`src/common/rtcc_regs.svh`:
```
// Purpose: constants of the clock control and interrupt timer block
// Assumes: 4-bit register port, 10 MHz system clock
// Notes:   timing counts derive from the clock period
// Behaviour
// (RULE1) Day of week advances at midnight, counting 1..7 then back to 1.
// (RULE2) Address 15 reaches clock setting or interrupt register by select bit.
// (RULE3) Clock setting: leap count bits 3:2, AM/PM bit 1, hours mode bit 0.
// (RULE4) Leap field is two-bit counter stepped at new year; zero means leap year.
// (RULE5) AM/PM toggles at 11:59 to 12:00 in 12-hour mode; zero in 24-hour mode.
// (RULE6) Hours count 1..12 with mode bit 0, 0..23 with mode bit 1.
// (RULE7) Host changes hours mode and AM/PM in separate writes.
// (RULE8) Interrupt code 0 none; 1..7 select 0.1,0.5,1,5,10,30,60 seconds.
// (RULE9) Interrupt register bit 3 picks single (0) or repeated (1) mode.
// (RULE10) Zero interrupt register clears output and forces stop latch to 1.
// (RULE11) Delays exact within 1 ms; repeats stay locked to the first timeout.
// (RULE12) Address 0 write: test, clock stop, select, interrupt stop latches.
// (RULE13) Clock stop halts timekeeping and clears tenths; zero resumes.
// (RULE14) Interrupt stop resets timer; zero restarts with a full delay.
// (RULE15) Single mode stops timing at timeout; host restarts it by writing 0.
// (RULE16) Test latch selects test mode with accelerated counting.
// (RULE17) Address 0 read: data-changed on bit 3, zeros, interrupt flag bit 0.
// (RULE18) Data-changed set by each setting pulse outside a control read, cleared only by control read.
// (RULE19) Timeout sets interrupt flag and pulls interrupt low until control read.
// (RULE20) Flags latched during control read, cleared at its trailing edge.
// (RULE21) Timeout during control read is stored and shown after the read.
// (RULE22) Setting pulse during control read does not set data-changed.
// (RULE23) A 10 Hz setting pulse steps all counters and sets data-changed.
// (RULE24) Test mode with no interrupt drives oscillator onto interrupt pin.
// (RULE25) Days of month limited to 28, 29, 30 or 31 by month and leap count.
// (RULE26) Interrupt pin is open-drain pull-down; driven both ways only in test.
`ifndef RTCC_REGS_SVH
`define RTCC_REGS_SVH

`define RTCC_ADDR_CTRL      4'h0
`define RTCC_ADDR_TENTHS    4'h1
`define RTCC_ADDR_HR_UNITS  4'h6
`define RTCC_ADDR_HR_TENS   4'h7
`define RTCC_ADDR_DAY_WEEK  4'hE
`define RTCC_ADDR_SETUP     4'hF

`define RTCC_CTL_TEST_BIT   3
`define RTCC_CTL_CSTOP_BIT  2
`define RTCC_CTL_SEL_BIT    1
`define RTCC_CTL_ISTOP_BIT  0
`define RTCC_CTL_RESET      4'hF

`define RTCC_CS_MODE_BIT    0
`define RTCC_CS_PM_BIT      1
`define RTCC_CS_LEAP_LSB    2
`define RTCC_IR_REPEAT_BIT  3
`define RTCC_RESET_NIBBLE   4'h0
`define RTCC_HOUR12_RESET   4'h1

`define RTCC_CLK_NS         100
`define RTCC_TICK_NS        100000000
`define RTCC_TICK_CYCLES    (`RTCC_TICK_NS / `RTCC_CLK_NS)

`endif

```
`src/common/rtcc_pkg.sv`:
```
// Purpose: types of the clock control and interrupt timer block
// Assumes: used with rtcc_regs.svh
// Notes:   none
package rtcc_pkg;
   typedef struct packed {
      logic       test;
      logic       cstop;
      logic       sel;
      logic       istop;
   } rtcc_ctrl_t;

   typedef struct packed {
      logic [1:0] leap;
      logic       pm;
      logic       h24;
   } rtcc_cset_t;

   typedef struct packed {
      logic       repeat_mode;
      logic [2:0] code;
   } rtcc_irq_t;

   typedef struct packed {
      logic       rd;
      logic       wr;
      logic [3:0] addr;
      logic [3:0] wdata;
   } rtcc_bus_t;
endpackage

```
`src/hw/rtcc_core.sv`:
```
// Purpose: control, clock setting, day of week and interrupt timer
// Assumes: host strobes and oscillator are asynchronous and synchronised here
// Notes:   BCD time counters beyond hours are outside this block
`include "rtcc_regs.svh"
`timescale 1ns/1ps
`default_nettype none
module rtcc_core #(
   parameter int unsigned TICK_CYCLES = `RTCC_TICK_CYCLES,
   parameter int unsigned FAST_DIV    = 4
) (
   // Clock, reset, enable
   input  wire logic       i_clk,
   input  wire logic       i_nrst,
   input  wire logic       i_ce,
   // Register port
   input  wire logic       i_rd_n,
   input  wire logic       i_wr_n,
   input  wire logic [3:0] i_addr,
   input  wire logic [3:0] i_wdata,
   output logic [3:0]      o_rdata,
   // Oscillator and hours/rollover events from time counters
   input  wire logic       i_osc,
   input  wire logic       i_day_roll,
   input  wire logic       i_year_roll,
   input  wire logic [3:0] i_month,
   // Status to time counters
   output logic            o_set_pulse,
   output logic            o_tenths_clr,
   output logic [3:0]      o_dom_limit,
   output logic [5:0]      o_hours,
   // Interrupt pin
   output logic            o_int_out,
   output logic            o_int_oe
);
   initial begin
      if (TICK_CYCLES < 2 || FAST_DIV < 1) $error("rtcc_core: bad parameter");
   end

   ////////////////////////////////////////////////////////////////////////
   // Reset and input synchronisers
   logic rst_s1_ff, rst_n_ff;
   always_ff @(posedge i_clk or negedge i_nrst) begin
      if (!i_nrst) begin
         rst_s1_ff <= 1'b0;
         rst_n_ff  <= 1'b0;
      end else begin
         rst_s1_ff <= 1'b1;
         rst_n_ff  <= rst_s1_ff;
      end
   end

   logic [10:0] sy1_ff, sy2_ff;
   always_ff @(posedge i_clk or negedge rst_n_ff) begin
      if (!rst_n_ff) begin
         sy1_ff <= 11'h000;
         sy2_ff <= 11'h000;
      end else if (i_ce) begin
         sy1_ff <= {~i_rd_n, ~i_wr_n, i_addr, i_wdata, i_osc};
         sy2_ff <= sy1_ff;
      end
   end
   rtcc_pkg::rtcc_bus_t bus;
   logic osc_s;
   assign bus   = sy2_ff[10:1];
   assign osc_s = sy2_ff[0];

   logic rd_d_ff, wr_d_ff;
   always_ff @(posedge i_clk or negedge rst_n_ff) begin
      if (!rst_n_ff) begin
         rd_d_ff <= 1'b0;
         wr_d_ff <= 1'b0;
      end else if (i_ce) begin
         rd_d_ff <= bus.rd;
         wr_d_ff <= bus.wr;
      end
   end
   logic wr_evt, ctl_rd, ctl_rd_end;
   logic ctl_rd_q_ff;
   assign wr_evt     = bus.wr & ~wr_d_ff;
   assign ctl_rd     = bus.rd & (bus.addr == `RTCC_ADDR_CTRL);
   assign ctl_rd_end = rd_d_ff & ~bus.rd & ctl_rd_q_ff;
   always_ff @(posedge i_clk or negedge rst_n_ff) begin
      if (!rst_n_ff)  ctl_rd_q_ff <= 1'b0;
      else if (i_ce)  ctl_rd_q_ff <= ctl_rd;
   end

   ////////////////////////////////////////////////////////////////////////
   // Control latches
   rtcc_pkg::rtcc_ctrl_t ctrl_ff;
   rtcc_pkg::rtcc_cset_t cset_ff;
   rtcc_pkg::rtcc_irq_t  irq_ff;
   logic wr_ctl, wr_cset, wr_irq, irq_timeout;
   assign wr_ctl  = wr_evt & (bus.addr == `RTCC_ADDR_CTRL);                 // RULE12
   assign wr_cset = wr_evt & (bus.addr == `RTCC_ADDR_SETUP) & ~ctrl_ff.sel; // RULE2
   assign wr_irq  = wr_evt & (bus.addr == `RTCC_ADDR_SETUP) & ctrl_ff.sel;  // RULE2

   always_ff @(posedge i_clk or negedge rst_n_ff) begin
      if (!rst_n_ff) begin
         ctrl_ff <= `RTCC_CTL_RESET;
      end else if (i_ce) begin
         if (wr_ctl)
            ctrl_ff <= bus.wdata;                                           // RULE12
         if (irq_ff.code == 3'h0)
            ctrl_ff.istop <= 1'b1;                                          // RULE10
         else if (irq_timeout && !irq_ff.repeat_mode && !wr_ctl)
            ctrl_ff.istop <= 1'b1;                                          // RULE15
      end
   end

   always_ff @(posedge i_clk or negedge rst_n_ff) begin
      if (!rst_n_ff)           irq_ff <= `RTCC_RESET_NIBBLE;
      else if (i_ce && wr_irq) irq_ff <= bus.wdata;                         // RULE8 RULE9
   end

   ////////////////////////////////////////////////////////////////////////
   // Setting pulse: 10 Hz, faster in test mode
   localparam int unsigned TW = $clog2(TICK_CYCLES);
   logic [TW-1:0] tick_cnt_ff;
   logic          set_pulse;
   assign set_pulse = (tick_cnt_ff == TW'(TICK_CYCLES - 1)) ||
                      (ctrl_ff.test && tick_cnt_ff >= TW'(FAST_DIV - 1));   // RULE16
   always_ff @(posedge i_clk or negedge rst_n_ff) begin
      if (!rst_n_ff)             tick_cnt_ff <= '0;
      else if (i_ce) begin
         if (ctrl_ff.cstop)      tick_cnt_ff <= '0;                          // RULE13
         else if (set_pulse)     tick_cnt_ff <= '0;                          // RULE23
         else                    tick_cnt_ff <= tick_cnt_ff + TW'(1);
      end
   end
   assign o_set_pulse  = set_pulse & ~ctrl_ff.cstop;                        // RULE23
   assign o_tenths_clr = ctrl_ff.cstop;                                     // RULE13

   ////////////////////////////////////////////////////////////////////////
   // Hours, AM/PM, clock setting register
   logic [5:0] hours_ff;
   logic       hour_roll, noon_step, mid_step;
   assign hour_roll = i_day_roll;
   function automatic logic [5:0] hr_next(input logic [5:0] h, input logic h24);
      if (h24) hr_next = (h == 6'd23) ? 6'd0 : h + 6'd1;                    // RULE6
      else     hr_next = (h == 6'd12) ? 6'd1 : h + 6'd1;                    // RULE6
   endfunction
   logic hr_tick;
   assign hr_tick   = o_set_pulse & hour_roll;
   assign noon_step = hr_tick & ~cset_ff.h24 & (hours_ff == 6'd11);
   assign mid_step  = hr_tick & (cset_ff.h24 ? hours_ff == 6'd23 :
                                 (hours_ff == 6'd11 && cset_ff.pm));
   always_ff @(posedge i_clk or negedge rst_n_ff) begin
      if (!rst_n_ff)      hours_ff <= 6'(`RTCC_HOUR12_RESET);
      else if (i_ce && hr_tick) hours_ff <= hr_next(hours_ff, cset_ff.h24);
   end
   assign o_hours = hours_ff;

   always_ff @(posedge i_clk or negedge rst_n_ff) begin
      if (!rst_n_ff) begin
         cset_ff <= `RTCC_RESET_NIBBLE;
      end else if (i_ce) begin
         if (wr_cset) begin
            cset_ff <= bus.wdata;                                           // RULE3
            if (bus.wdata[`RTCC_CS_MODE_BIT])
               cset_ff.pm <= 1'b0;                                          // RULE5
         end else begin
            if (noon_step) cset_ff.pm <= ~cset_ff.pm;                       // RULE5
            if (cset_ff.h24) cset_ff.pm <= 1'b0;                            // RULE5
            if (o_set_pulse && i_year_roll)
               cset_ff.leap <= cset_ff.leap + 2'd1;                         // RULE4
         end
      end
   end

   ////////////////////////////////////////////////////////////////////////
   // Day of week and month length
   logic [2:0] dow_ff;
   always_ff @(posedge i_clk or negedge rst_n_ff) begin
      if (!rst_n_ff) dow_ff <= 3'h1;
      else if (i_ce) begin
         if (wr_evt && bus.addr == `RTCC_ADDR_DAY_WEEK) dow_ff <= bus.wdata[2:0];
         else if (mid_step) dow_ff <= (dow_ff == 3'h7) ? 3'h1 : dow_ff + 3'h1; // RULE1
      end
   end

   always_comb begin
      case (i_month)
         4'h2:                   o_dom_limit = (cset_ff.leap == 2'h0) ? 4'h9 : 4'h8; // RULE25
         4'h4, 4'h6, 4'h9, 4'hB: o_dom_limit = 4'h0;
         default:                o_dom_limit = 4'h1;
      endcase
   end

   ////////////////////////////////////////////////////////////////////////
   // Interrupt timer: fixed tick grid keeps repeats locked
   function automatic logic [9:0] delay_ticks(input logic [2:0] c);
      case (c)
         3'h1:    delay_ticks = 10'd1;
         3'h2:    delay_ticks = 10'd5;
         3'h3:    delay_ticks = 10'd10;
         3'h4:    delay_ticks = 10'd50;
         3'h5:    delay_ticks = 10'd100;
         3'h6:    delay_ticks = 10'd300;
         3'h7:    delay_ticks = 10'd600;
         default: delay_ticks = 10'd0;
      endcase
   endfunction
   logic [TW-1:0] itick_ff;
   logic [9:0]    idly_ff;
   logic          itick;
   assign itick = (itick_ff == TW'(TICK_CYCLES - 1)) ||
                  (ctrl_ff.test && itick_ff >= TW'(FAST_DIV - 1));
   assign irq_timeout = ~ctrl_ff.istop & itick & (idly_ff == delay_ticks(irq_ff.code) - 10'd1);
   always_ff @(posedge i_clk or negedge rst_n_ff) begin
      if (!rst_n_ff) begin
         itick_ff <= '0;
         idly_ff  <= '0;
      end else if (i_ce) begin
         if (ctrl_ff.istop || irq_ff.code == 3'h0) begin                    // RULE14
            itick_ff <= '0;
            idly_ff  <= '0;
         end else if (itick) begin
            itick_ff <= '0;
            idly_ff  <= irq_timeout ? 10'd0 : idly_ff + 10'd1;              // RULE11
         end else begin
            itick_ff <= itick_ff + TW'(1);
         end
      end
   end

   ////////////////////////////////////////////////////////////////////////
   // Status flags
   logic dcf_ff, iflag_ff, ipend_ff;
   always_ff @(posedge i_clk or negedge rst_n_ff) begin
      if (!rst_n_ff) begin
         dcf_ff   <= 1'b0;
         iflag_ff <= 1'b0;
         ipend_ff <= 1'b0;
      end else if (i_ce) begin
         if (ctl_rd_end)
            dcf_ff <= 1'b0;                                                 // RULE20
         else if (o_set_pulse && !ctl_rd_q_ff)
            dcf_ff <= 1'b1;                                                 // RULE18 RULE22
         if (irq_ff.code == 3'h0) begin
            iflag_ff <= 1'b0;                                               // RULE10
            ipend_ff <= 1'b0;
         end else if (ctl_rd_end) begin
            iflag_ff <= ipend_ff | irq_timeout;                             // RULE20 RULE21
            ipend_ff <= 1'b0;
         end else if (ctl_rd_q_ff || ctl_rd) begin
            if (irq_timeout) ipend_ff <= 1'b1;                              // RULE21
         end else if (irq_timeout || ipend_ff) begin
            iflag_ff <= 1'b1;                                               // RULE19
            ipend_ff <= 1'b0;
         end
      end
   end

   ////////////////////////////////////////////////////////////////////////
   // Read data and interrupt pin
   always_ff @(posedge i_clk or negedge rst_n_ff) begin
      if (!rst_n_ff) o_rdata <= 4'h0;
      else if (i_ce && bus.rd && !ctl_rd_q_ff) begin
         case (bus.addr)
            `RTCC_ADDR_CTRL:     o_rdata <= {dcf_ff, 2'b00, iflag_ff};      // RULE17 RULE20
            `RTCC_ADDR_SETUP:    o_rdata <= ctrl_ff.sel ? irq_ff : cset_ff; // RULE2 RULE3
            `RTCC_ADDR_DAY_WEEK: o_rdata <= {1'b0, dow_ff};
            default:             o_rdata <= 4'h0;
         endcase
      end
   end

   logic osc_mode;
   assign osc_mode  = ctrl_ff.test & (irq_ff.code == 3'h0);                 // RULE24
   assign o_int_out = osc_mode ? osc_s : 1'b0;                              // RULE26
   assign o_int_oe  = osc_mode | iflag_ff;                                  // RULE19 RULE26

   ////////////////////////////////////////////////////////////////////////
   // Checks
   chk_dow_range: assert property (@(posedge i_clk) disable iff (!rst_n_ff)
      dow_ff != 3'h0 || $past(wr_evt)) else $error("day of week zero"); // RULE1
   chk_pm_24h: assert property (@(posedge i_clk) disable iff (!rst_n_ff)
      cset_ff.h24 && !wr_cset |=> !cset_ff.pm) else $error("pm set in 24h"); // RULE5
   chk_zero_stop: assert property (@(posedge i_clk) disable iff (!rst_n_ff)
      i_ce && irq_ff.code == 3'h0 |=> ctrl_ff.istop && !iflag_ff) else $error("no stop"); // RULE10
   chk_int_pull: assert property (@(posedge i_clk) disable iff (!rst_n_ff)
      i_ce && irq_timeout && !ctl_rd && !ctl_rd_q_ff |=> o_int_oe && iflag_ff)
      else $error("timeout lost"); // RULE19
   chk_rd_hold: assert property (@(posedge i_clk) disable iff (!rst_n_ff)
      ctl_rd_q_ff && ctl_rd |=> $stable(iflag_ff)) else $error("flag moved in read"); // RULE20
   chk_dcf_clear: assert property (@(posedge i_clk) disable iff (!rst_n_ff)
      i_ce && ctl_rd_end |=> !dcf_ff) else $error("dcf not cleared"); // RULE18
   chk_single_stop: assert property (@(posedge i_clk) disable iff (!rst_n_ff)
      i_ce && irq_timeout && !irq_ff.repeat_mode && !wr_ctl |=> ctrl_ff.istop)
      else $error("single mode kept running"); // RULE15
   chk_stop_reset: assert property (@(posedge i_clk) disable iff (!rst_n_ff)
      i_ce && ctrl_ff.istop |=> idly_ff == 10'd0) else $error("timer not reset"); // RULE14
endmodule
`default_nettype wire

```
`config.mk`:
```
export PLATFORM = sky130hd
export DESIGN_NAME = rtcc_core
export DESIGN_NICKNAME = d
export VERILOG_FILES = /design/src/common/rtcc_pkg.sv /design/src/hw/rtcc_core.sv
export VERILOG_INCLUDE_DIRS = /design/src /design/src/common
export SDC_FILE = /design/constraint.sdc
export NUM_CORES = 1
export LEC_CHECK = 0
export ABC_CLOCK_PERIOD_IN_PS = 4200
export BUFFER_PORTS_ARGS = -buffer_cell sky130_fd_sc_hd__buf_2
export CELL_PAD_IN_SITES_DETAIL_PLACEMENT = 0
export CELL_PAD_IN_SITES_GLOBAL_PLACEMENT = 1
export CORE_ASPECT_RATIO = 1.4
export CORE_UTILIZATION = 40
export CTS_CLUSTER_DIAMETER = 40
export DETAILED_ROUTE_END_ITERATION = 6
export GPL_TIMING_DRIVEN = 1
export PLACE_DENSITY_LB_ADDON = 0.1
export SYNTH_ARGS = -nofsm -noshare
export SYNTH_HDL_FRONTEND = slang
export SYNTH_SLANG_ARGS = --single-unit
```
`constraint.sdc`:
```
create_clock -name i_clk -period 4.2 [get_ports i_clk]
set_input_delay 0.21 -clock i_clk [delete_from_list [all_inputs] [get_ports i_clk]]
set_output_delay 0.21 -clock i_clk [all_outputs]
set_load 0.1 [all_outputs]
```
-- Yosys cells after proc, flatten, opt, wreduce, memory -nomap -nowiden
Cells that the tools add are included.
- add/subtract/negate cells: 7
- magnitude comparators: 2
- equal/unequal tests: 23
- muxes and demuxes: 39
- bitwise logic cells: 27
- reduce and logical (&&, ||, !) cells: 42
- operators by type and width (kind ; number):
    2-to-1 mux 20 bit ; 4
    case mux 10 bit (7 select lines) ; 1
    adder 20 x 1 -> 20 bit, second input constant ; 2
    == test 20 bit, second input constant ; 2
    >= comparator 20 x 2 -> 1 bit, second input constant ; 2
    2-to-1 mux 10 bit ; 3
    2-to-1 mux 1 bit ; 20
    2-to-1 mux 6 bit ; 3
    bitwise AND 1 bit ; 16
    == test 4 bit, second input constant ; 4
    AND reduction 2 bit ; 8
    == test 3 bit, second input constant ; 5
    == test 6 x 4 -> 1 bit, second input constant ; 2
    logical AND 1 bit ; 12
    2-to-1 mux 3 bit ; 4
    case mux 4 bit (3 select lines) ; 1
    adder 10 x 1 -> 10 bit, second input constant ; 1
    == test 10 bit ; 1
    subtractor 10 x 1 -> 10 bit, second input constant ; 1
    inverter 1 bit ; 9
    nonzero test 3 bit ; 3
    == test 4 x 3 -> 1 bit, second input constant ; 2
    case mux 4 bit (2 select lines) ; 1
    nonzero test 2 bit ; 4
    20 further kinds ; 29
- register bits after elaboration: 105
- bits of input ports: 20
- output and inout port bits: 18
- logic and storage cells: 165

-- Logic depth before layout (Yosys ltp)
- depth after elaboration: 10
- depth in mapped cells: 13
- depth with buffers taken out: 11

-- Worst setup path before layout
Ideal clock, no wire load.
- path kind: input-to-output
- start point: input i_month[2]
- end point: output o_dom_limit[3]
- arrival: 3361 ps
- required time: 3990 ps
- slack: 629 ps
- stages: 1
- path buffers: 0
- cells stage by stage: nor4b_1
- cells in the longest elaborated chain, start to end: 3
- elaborated cells on any way between the ends: 7
- classes of those cells: eq/ne: 5; mux: 1; reduce/logical: 1
- RTL lines (what ; RTL line ; text):
    from (decl) ; rtcc_core.sv:25 ; input wire logic [3:0] i_month,
    == test 4 x 3 -> 1 bit or == test 4 bit (tied branches) ; rtcc_core.sv:182 ; case (i_month)
    OR reduction 4 bit ; rtcc_core.sv:182 ;
    case mux 4 bit (2 select lines) * ; rtcc_core.sv:182 ;
    to (decl) ; rtcc_core.sv:29 ; output logic [3:0] o_dom_limit,
Mark *: on every way between the ends. The rest lies on a longest branch, timed or not.

-- Worst setup path after layout
- start point: register irq_ff[0] (netlist bit)
- end point: register idly_ff[2]
- cells in the longest elaborated chain, start to end: 8
- elaborated cells on any way between the ends: 18
- classes of those cells: add/sub: 1; eq/ne: 8; mux: 4; bitwise: 1; reduce/logical: 4
- RTL lines (what ; RTL line ; text):
    from (decl) ; rtcc_core.sv:91 ; rtcc_pkg::rtcc_irq_t irq_ff;
    from (signal assigned) ; rtcc_core.sv:111 ; if (!rst_n_ff) irq_ff <= `RTCC_RESET_NIBBLE;
    from (signal assigned) ; rtcc_core.sv:112 ; else if (i_ce && wr_irq) irq_ff <= bus.wdata;
    == test 3 bit, or another cell as far along ; rtcc_core.sv:192 ; case (c)
    case mux 10 bit (7 select lines) ; rtcc_core.sv:192 ;
    subtractor 10 x 1 -> 10 bit ; rtcc_core.sv:208 ; assign irq_timeout = ~ctrl_ff.istop & itick & (idly_ff == delay_ticks(irq_ff.code) - 10'd1);
    == test 10 bit ; rtcc_core.sv:208 ;
    bitwise AND 1 bit ; rtcc_core.sv:208 ;
    2-to-1 mux 10 bit ; rtcc_core.sv:219 ; idly_ff <= irq_timeout ? 10'd0 : idly_ff + 10'd1;
    2-to-1 mux 10 bit ; rtcc_core.sv:217 ; end else if (itick) begin
    2-to-1 mux 10 bit ; rtcc_core.sv:214 ; if (ctrl_ff.istop || irq_ff.code == 3'h0) begin
    to (signal assigned) ; rtcc_core.sv:219 ;
    to (decl) ; rtcc_core.sv:204 ; logic [9:0] idly_ff;
Parallel ways exist; a longest one is shown, timed or not. The select of a mux whose other input is x is not followed.
A chain may end at the register's enable or synchronous reset.

==> flow_metrics.env <==
export IMPL_status="completed"
export IMPL_ys_flop_type="dfrtp_1"
export IMPL_cp_top_family="compound AO/OA/AOI/OAI gates"
export IMPL_ys_async_sr_fraction_pct=100
export IMPL_cts_buffers=9
export IMPL_maxCapViolations=0
export IMPL_drive_gt1_share_pct=15.9
export IMPL_cts_buffer_depth=2
export IMPL_portBuffers=35
export IMPL_grt_start_max_net_pins=76
export IMPL_hold_depth=2
export IMPL_grt_antenna_before_repair=0
export IMPL_powerDensity_nw_per_um2=440
export IMPL_syn_inst=621
export IMPL_reg2reg_setup_slack_ns=0.94
export IMPL_start_util_pct=41.3
export IMPL_num_fill_cells=1394
export IMPL_cp_start_kind="flip-flop"
export IMPL_die_w_um=103
export IMPL_cp_slowest_cell="dfrtp_1"
export IMPL_gp_congestion=0.785
export IMPL_dpl_cell_count=815
export IMPL_final_cells=832
export IMPL_hold_buffers=1
export IMPL_tightest_slew_ns=1.02
export IMPL_p_sw_share_pct=36.7
export IMPL_area_delta_synth_final_pct=10.2
export IMPL_synth_edf_count=0
export IMPL_worst_path_buf_inv=0
export IMPL_wl_per_cell_um=16.9
export IMPL_cts_root_buf="clkbuf_16"
export IMPL_p_clk_share_pct=29.4
export IMPL_synth_area_um2=5770
export IMPL_synth_common_cells="dfrtp_1, nand2_1, o21ai_0"
export IMPL_finalSetupViolations=0
export IMPL_maxSlewViolCount=0
export IMPL_max_stage_delay_ns=0.66
export IMPL_vias=4763
export IMPL_hold_path_class="input pin to flip-flop"
export IMPL_syn_area_per_cell_um2=9.28
export IMPL_cp_cell_sequence="nand2_1, nor2_1, a21oi_1, ha_1, nor2b_1, a211o_1, a22o_1, o2111ai_1, o31a_1, nand2_1, o311ai_0"
export IMPL_crit_arrival_ns=3.52
export IMPL_dp_slack_ns=0.937
export IMPL_period_share_pct=77.7
export IMPL_cts_tree="done"
export IMPL_antennaDiodeCount=0
export IMPL_core_rowCount=51
export IMPL_fp_dieH_um=144
export IMPL_worstPathMaxFanout=17
export IMPL_routed_wl_um=14100
export IMPL_worst_path_stages=11
export IMPL_yosysSeqAreaShare_pct=45.7
export IMPL_seqPwrFrac_pct=45.8
export IMPL_die_area_um2=14900
export IMPL_grt_pass1_vias=4678
export IMPL_rsz0062_at_grt="false"
export IMPL_grt_pass1_wl_um=23700
export IMPL_synth_top_cell_area_share_pct=43.0
export IMPL_overflow=0
export IMPL_leakage_nw=2.68
export IMPL_top_level_ports=38
export IMPL_ys_ff_latch=105
export IMPL_ys_types=63
export IMPL_worstSkewPairLatency_ns=0.36
export IMPL_grt_total_usage_pct=20.8
export IMPL_timing_hold_ws_ns=0.0281
export IMPL_yosysTopAreaCell="dfrtp_1"
export IMPL_fmax_mhz=306
export IMPL_peakVddDrop_mv=0.220
export IMPL_htreeDepth=3
export IMPL_finalCoreUtilization_pct=45.5
export IMPL_placed_area_um2=6070
export IMPL_switching_power_mw=1.02
export IMPL_worstSetupPathType="flip-flop to flip-flop"
export IMPL_worstSetupEndpointType="flip-flop"
export IMPL_path_common_cell="nand2_1"
export IMPL_post_dp_hpwl_um=9720
export IMPL_synth_area_leaders="dfrtp_1, o21ai_0, mux2_2, nand2_1, nand3_1"
export IMPL_drtIter0Drc=208
export IMPL_finalCriticalPeriod_ns=3.26
export IMPL_cts_resized=0
export IMPL_yosysWarningCount=0
export IMPL_drtPass1Iterations=4
export IMPL_setup_slack_ns=0.935
export IMPL_finClkSkew_ns=0.0115
export IMPL_post_route_cell_area_um2=6350
export IMPL_antenna_left=0
export IMPL_drc=0
export IMPL_path_clk_slew_ns=0.08
export IMPL_synth_most_common_cell="dfrtp_1"
export IMPL_via_per_inst=5.72
export IMPL_clock_sinks=105
export IMPL_hold_violations=0
export IMPL_maxSlewHeadroom_pct=32.2
export IMPL_cp_required_ns=4.45
export IMPL_pwr_share_comb_pct=24.8
export IMPL_r2r_cells=11
export IMPL_internal_power_mw=1.77
export IMPL_layout_nets=671
export IMPL_fp_coreArea_um2=14000
export IMPL_tns_ns=0
export IMPL_total_power_mw=2.79
export IMPL_cts_setup_buffers=0
## layout by cell type, fill, tap and decap left out, types with 4 or more instances in the layout
master,instances
nor2b_1,10
nand2b_1,10
nand4_1,20
inv_1,22
a31oi_1,8
dfstp_2,6
o211ai_1,4
inv_6,4
nand2_1,68
nor3_1,19
o21ai_0,66
mux2i_1,8
dfrtp_1,98
clkbuf_16,9
ha_1,9
and2_1,4
xor2_1,6
o31ai_1,15
a21oi_1,21
nand3_1,34
xnor2_1,7
nor2_1,30
mux2_2,29
o2bb2ai_1,5
a21o_1,4
o41ai_1,5
nor4_1,9
buf_4,7
buf_2,35
and3_1,13
or3_1,5
## cell type report
cell class	count	area [µm²]	area share (%)
Multi-Input combinational cell	461	2890	45.4
Sequential cell	105	2640	41.5
Timing Repair Buffer	43	238	3.74
Tap cell	185	231	3.64
Clock buffer	10	229	3.60
Inverter	22	82.6	1.30
Clock inverter	6	47.5	0.748
## state kept, by name (all words and copies together) (netlist names)
signal and cells:
o_rdata 4, cset_ff 4, ctrl_ff 3, sy1_ff 11, dow_ff 3, wr_d_ff 1
idly_ff 10, rst_s1_ff 1, sy2_ff 11, tick_cnt_ff 20, ctl_rd_q_ff 1, rst_n_ff 1
iflag_ff 1, itick_ff 20, ipend_ff 1, rd_d_ff 1, dcf_ff 1, o_tenths_clr 1
irq_ff 4, o_hours 6
## final timing paths
kind	end	from
worst max-delay path	idly_ff[2]	irq_ff[0]
worst min-delay path	sy1_ff[9]	i_wr_n
worst max register to register	idly_ff[2]	irq_ff[0]
worst min register to register	rst_n_ff	rst_s1_ff
max in group asynchronous	tick_cnt_ff[16]	rst_n_ff
min in group asynchronous	rst_s1_ff	i_nrst
## layer usage
metal	up-vias	part of all wire, %	routed length [µm]	track usage [%]
met4	0	2.0	287	7.93
met5	-	0	0	0
met2	78	50	7070	35.5
met1	2355	45	6390	26.7
li1	2314	-	-	-
met3	16	2.3	323	2.17
## worst reg2reg max path, stage by stage (launching register included)
cell and delay (ns):
dfrtp_1 0.66, nand2_1 0.21, nor2_1 0.13, a21oi_1 0.06, ha_1 0.30, nor2b_1 0.19
a211o_1 0.31, a22o_1 0.19, o2111ai_1 0.13, o31a_1 0.42, nand2_1 0.22, o311ai_0 0.34
## logic make-up after synthesis
logic type | share of synthesized area [%]
other | 0.130
multiplexers | 7.05
buffers and inverters | 4.28
flip-flops | 45.7
adder cells (fa/ha/maj) | 1.95
AND/OR/NAND/NOR | 21.5
AO/OA/AOI/OAI | 17.4
XOR/XNOR | 1.97
## power groups by stage
| stage | Combinational [mW] | Clock [mW] | Sequential, mW |
|---|---|---|---|
| after floorplan | 0.438 | 0 | 1.38 |
| after global placement | 0.689 | 0 | 1.30 |
| after detailed placement | 0.700 | 0 | 1.30 |
| after CTS | 0.702 | 0.847 | 1.28 |
| after global routing | 0.763 | 0.879 | 1.30 |
| final | 0.693 | 0.821 | 1.28 |
Note: power is estimated with default switching activity, not from simulation.
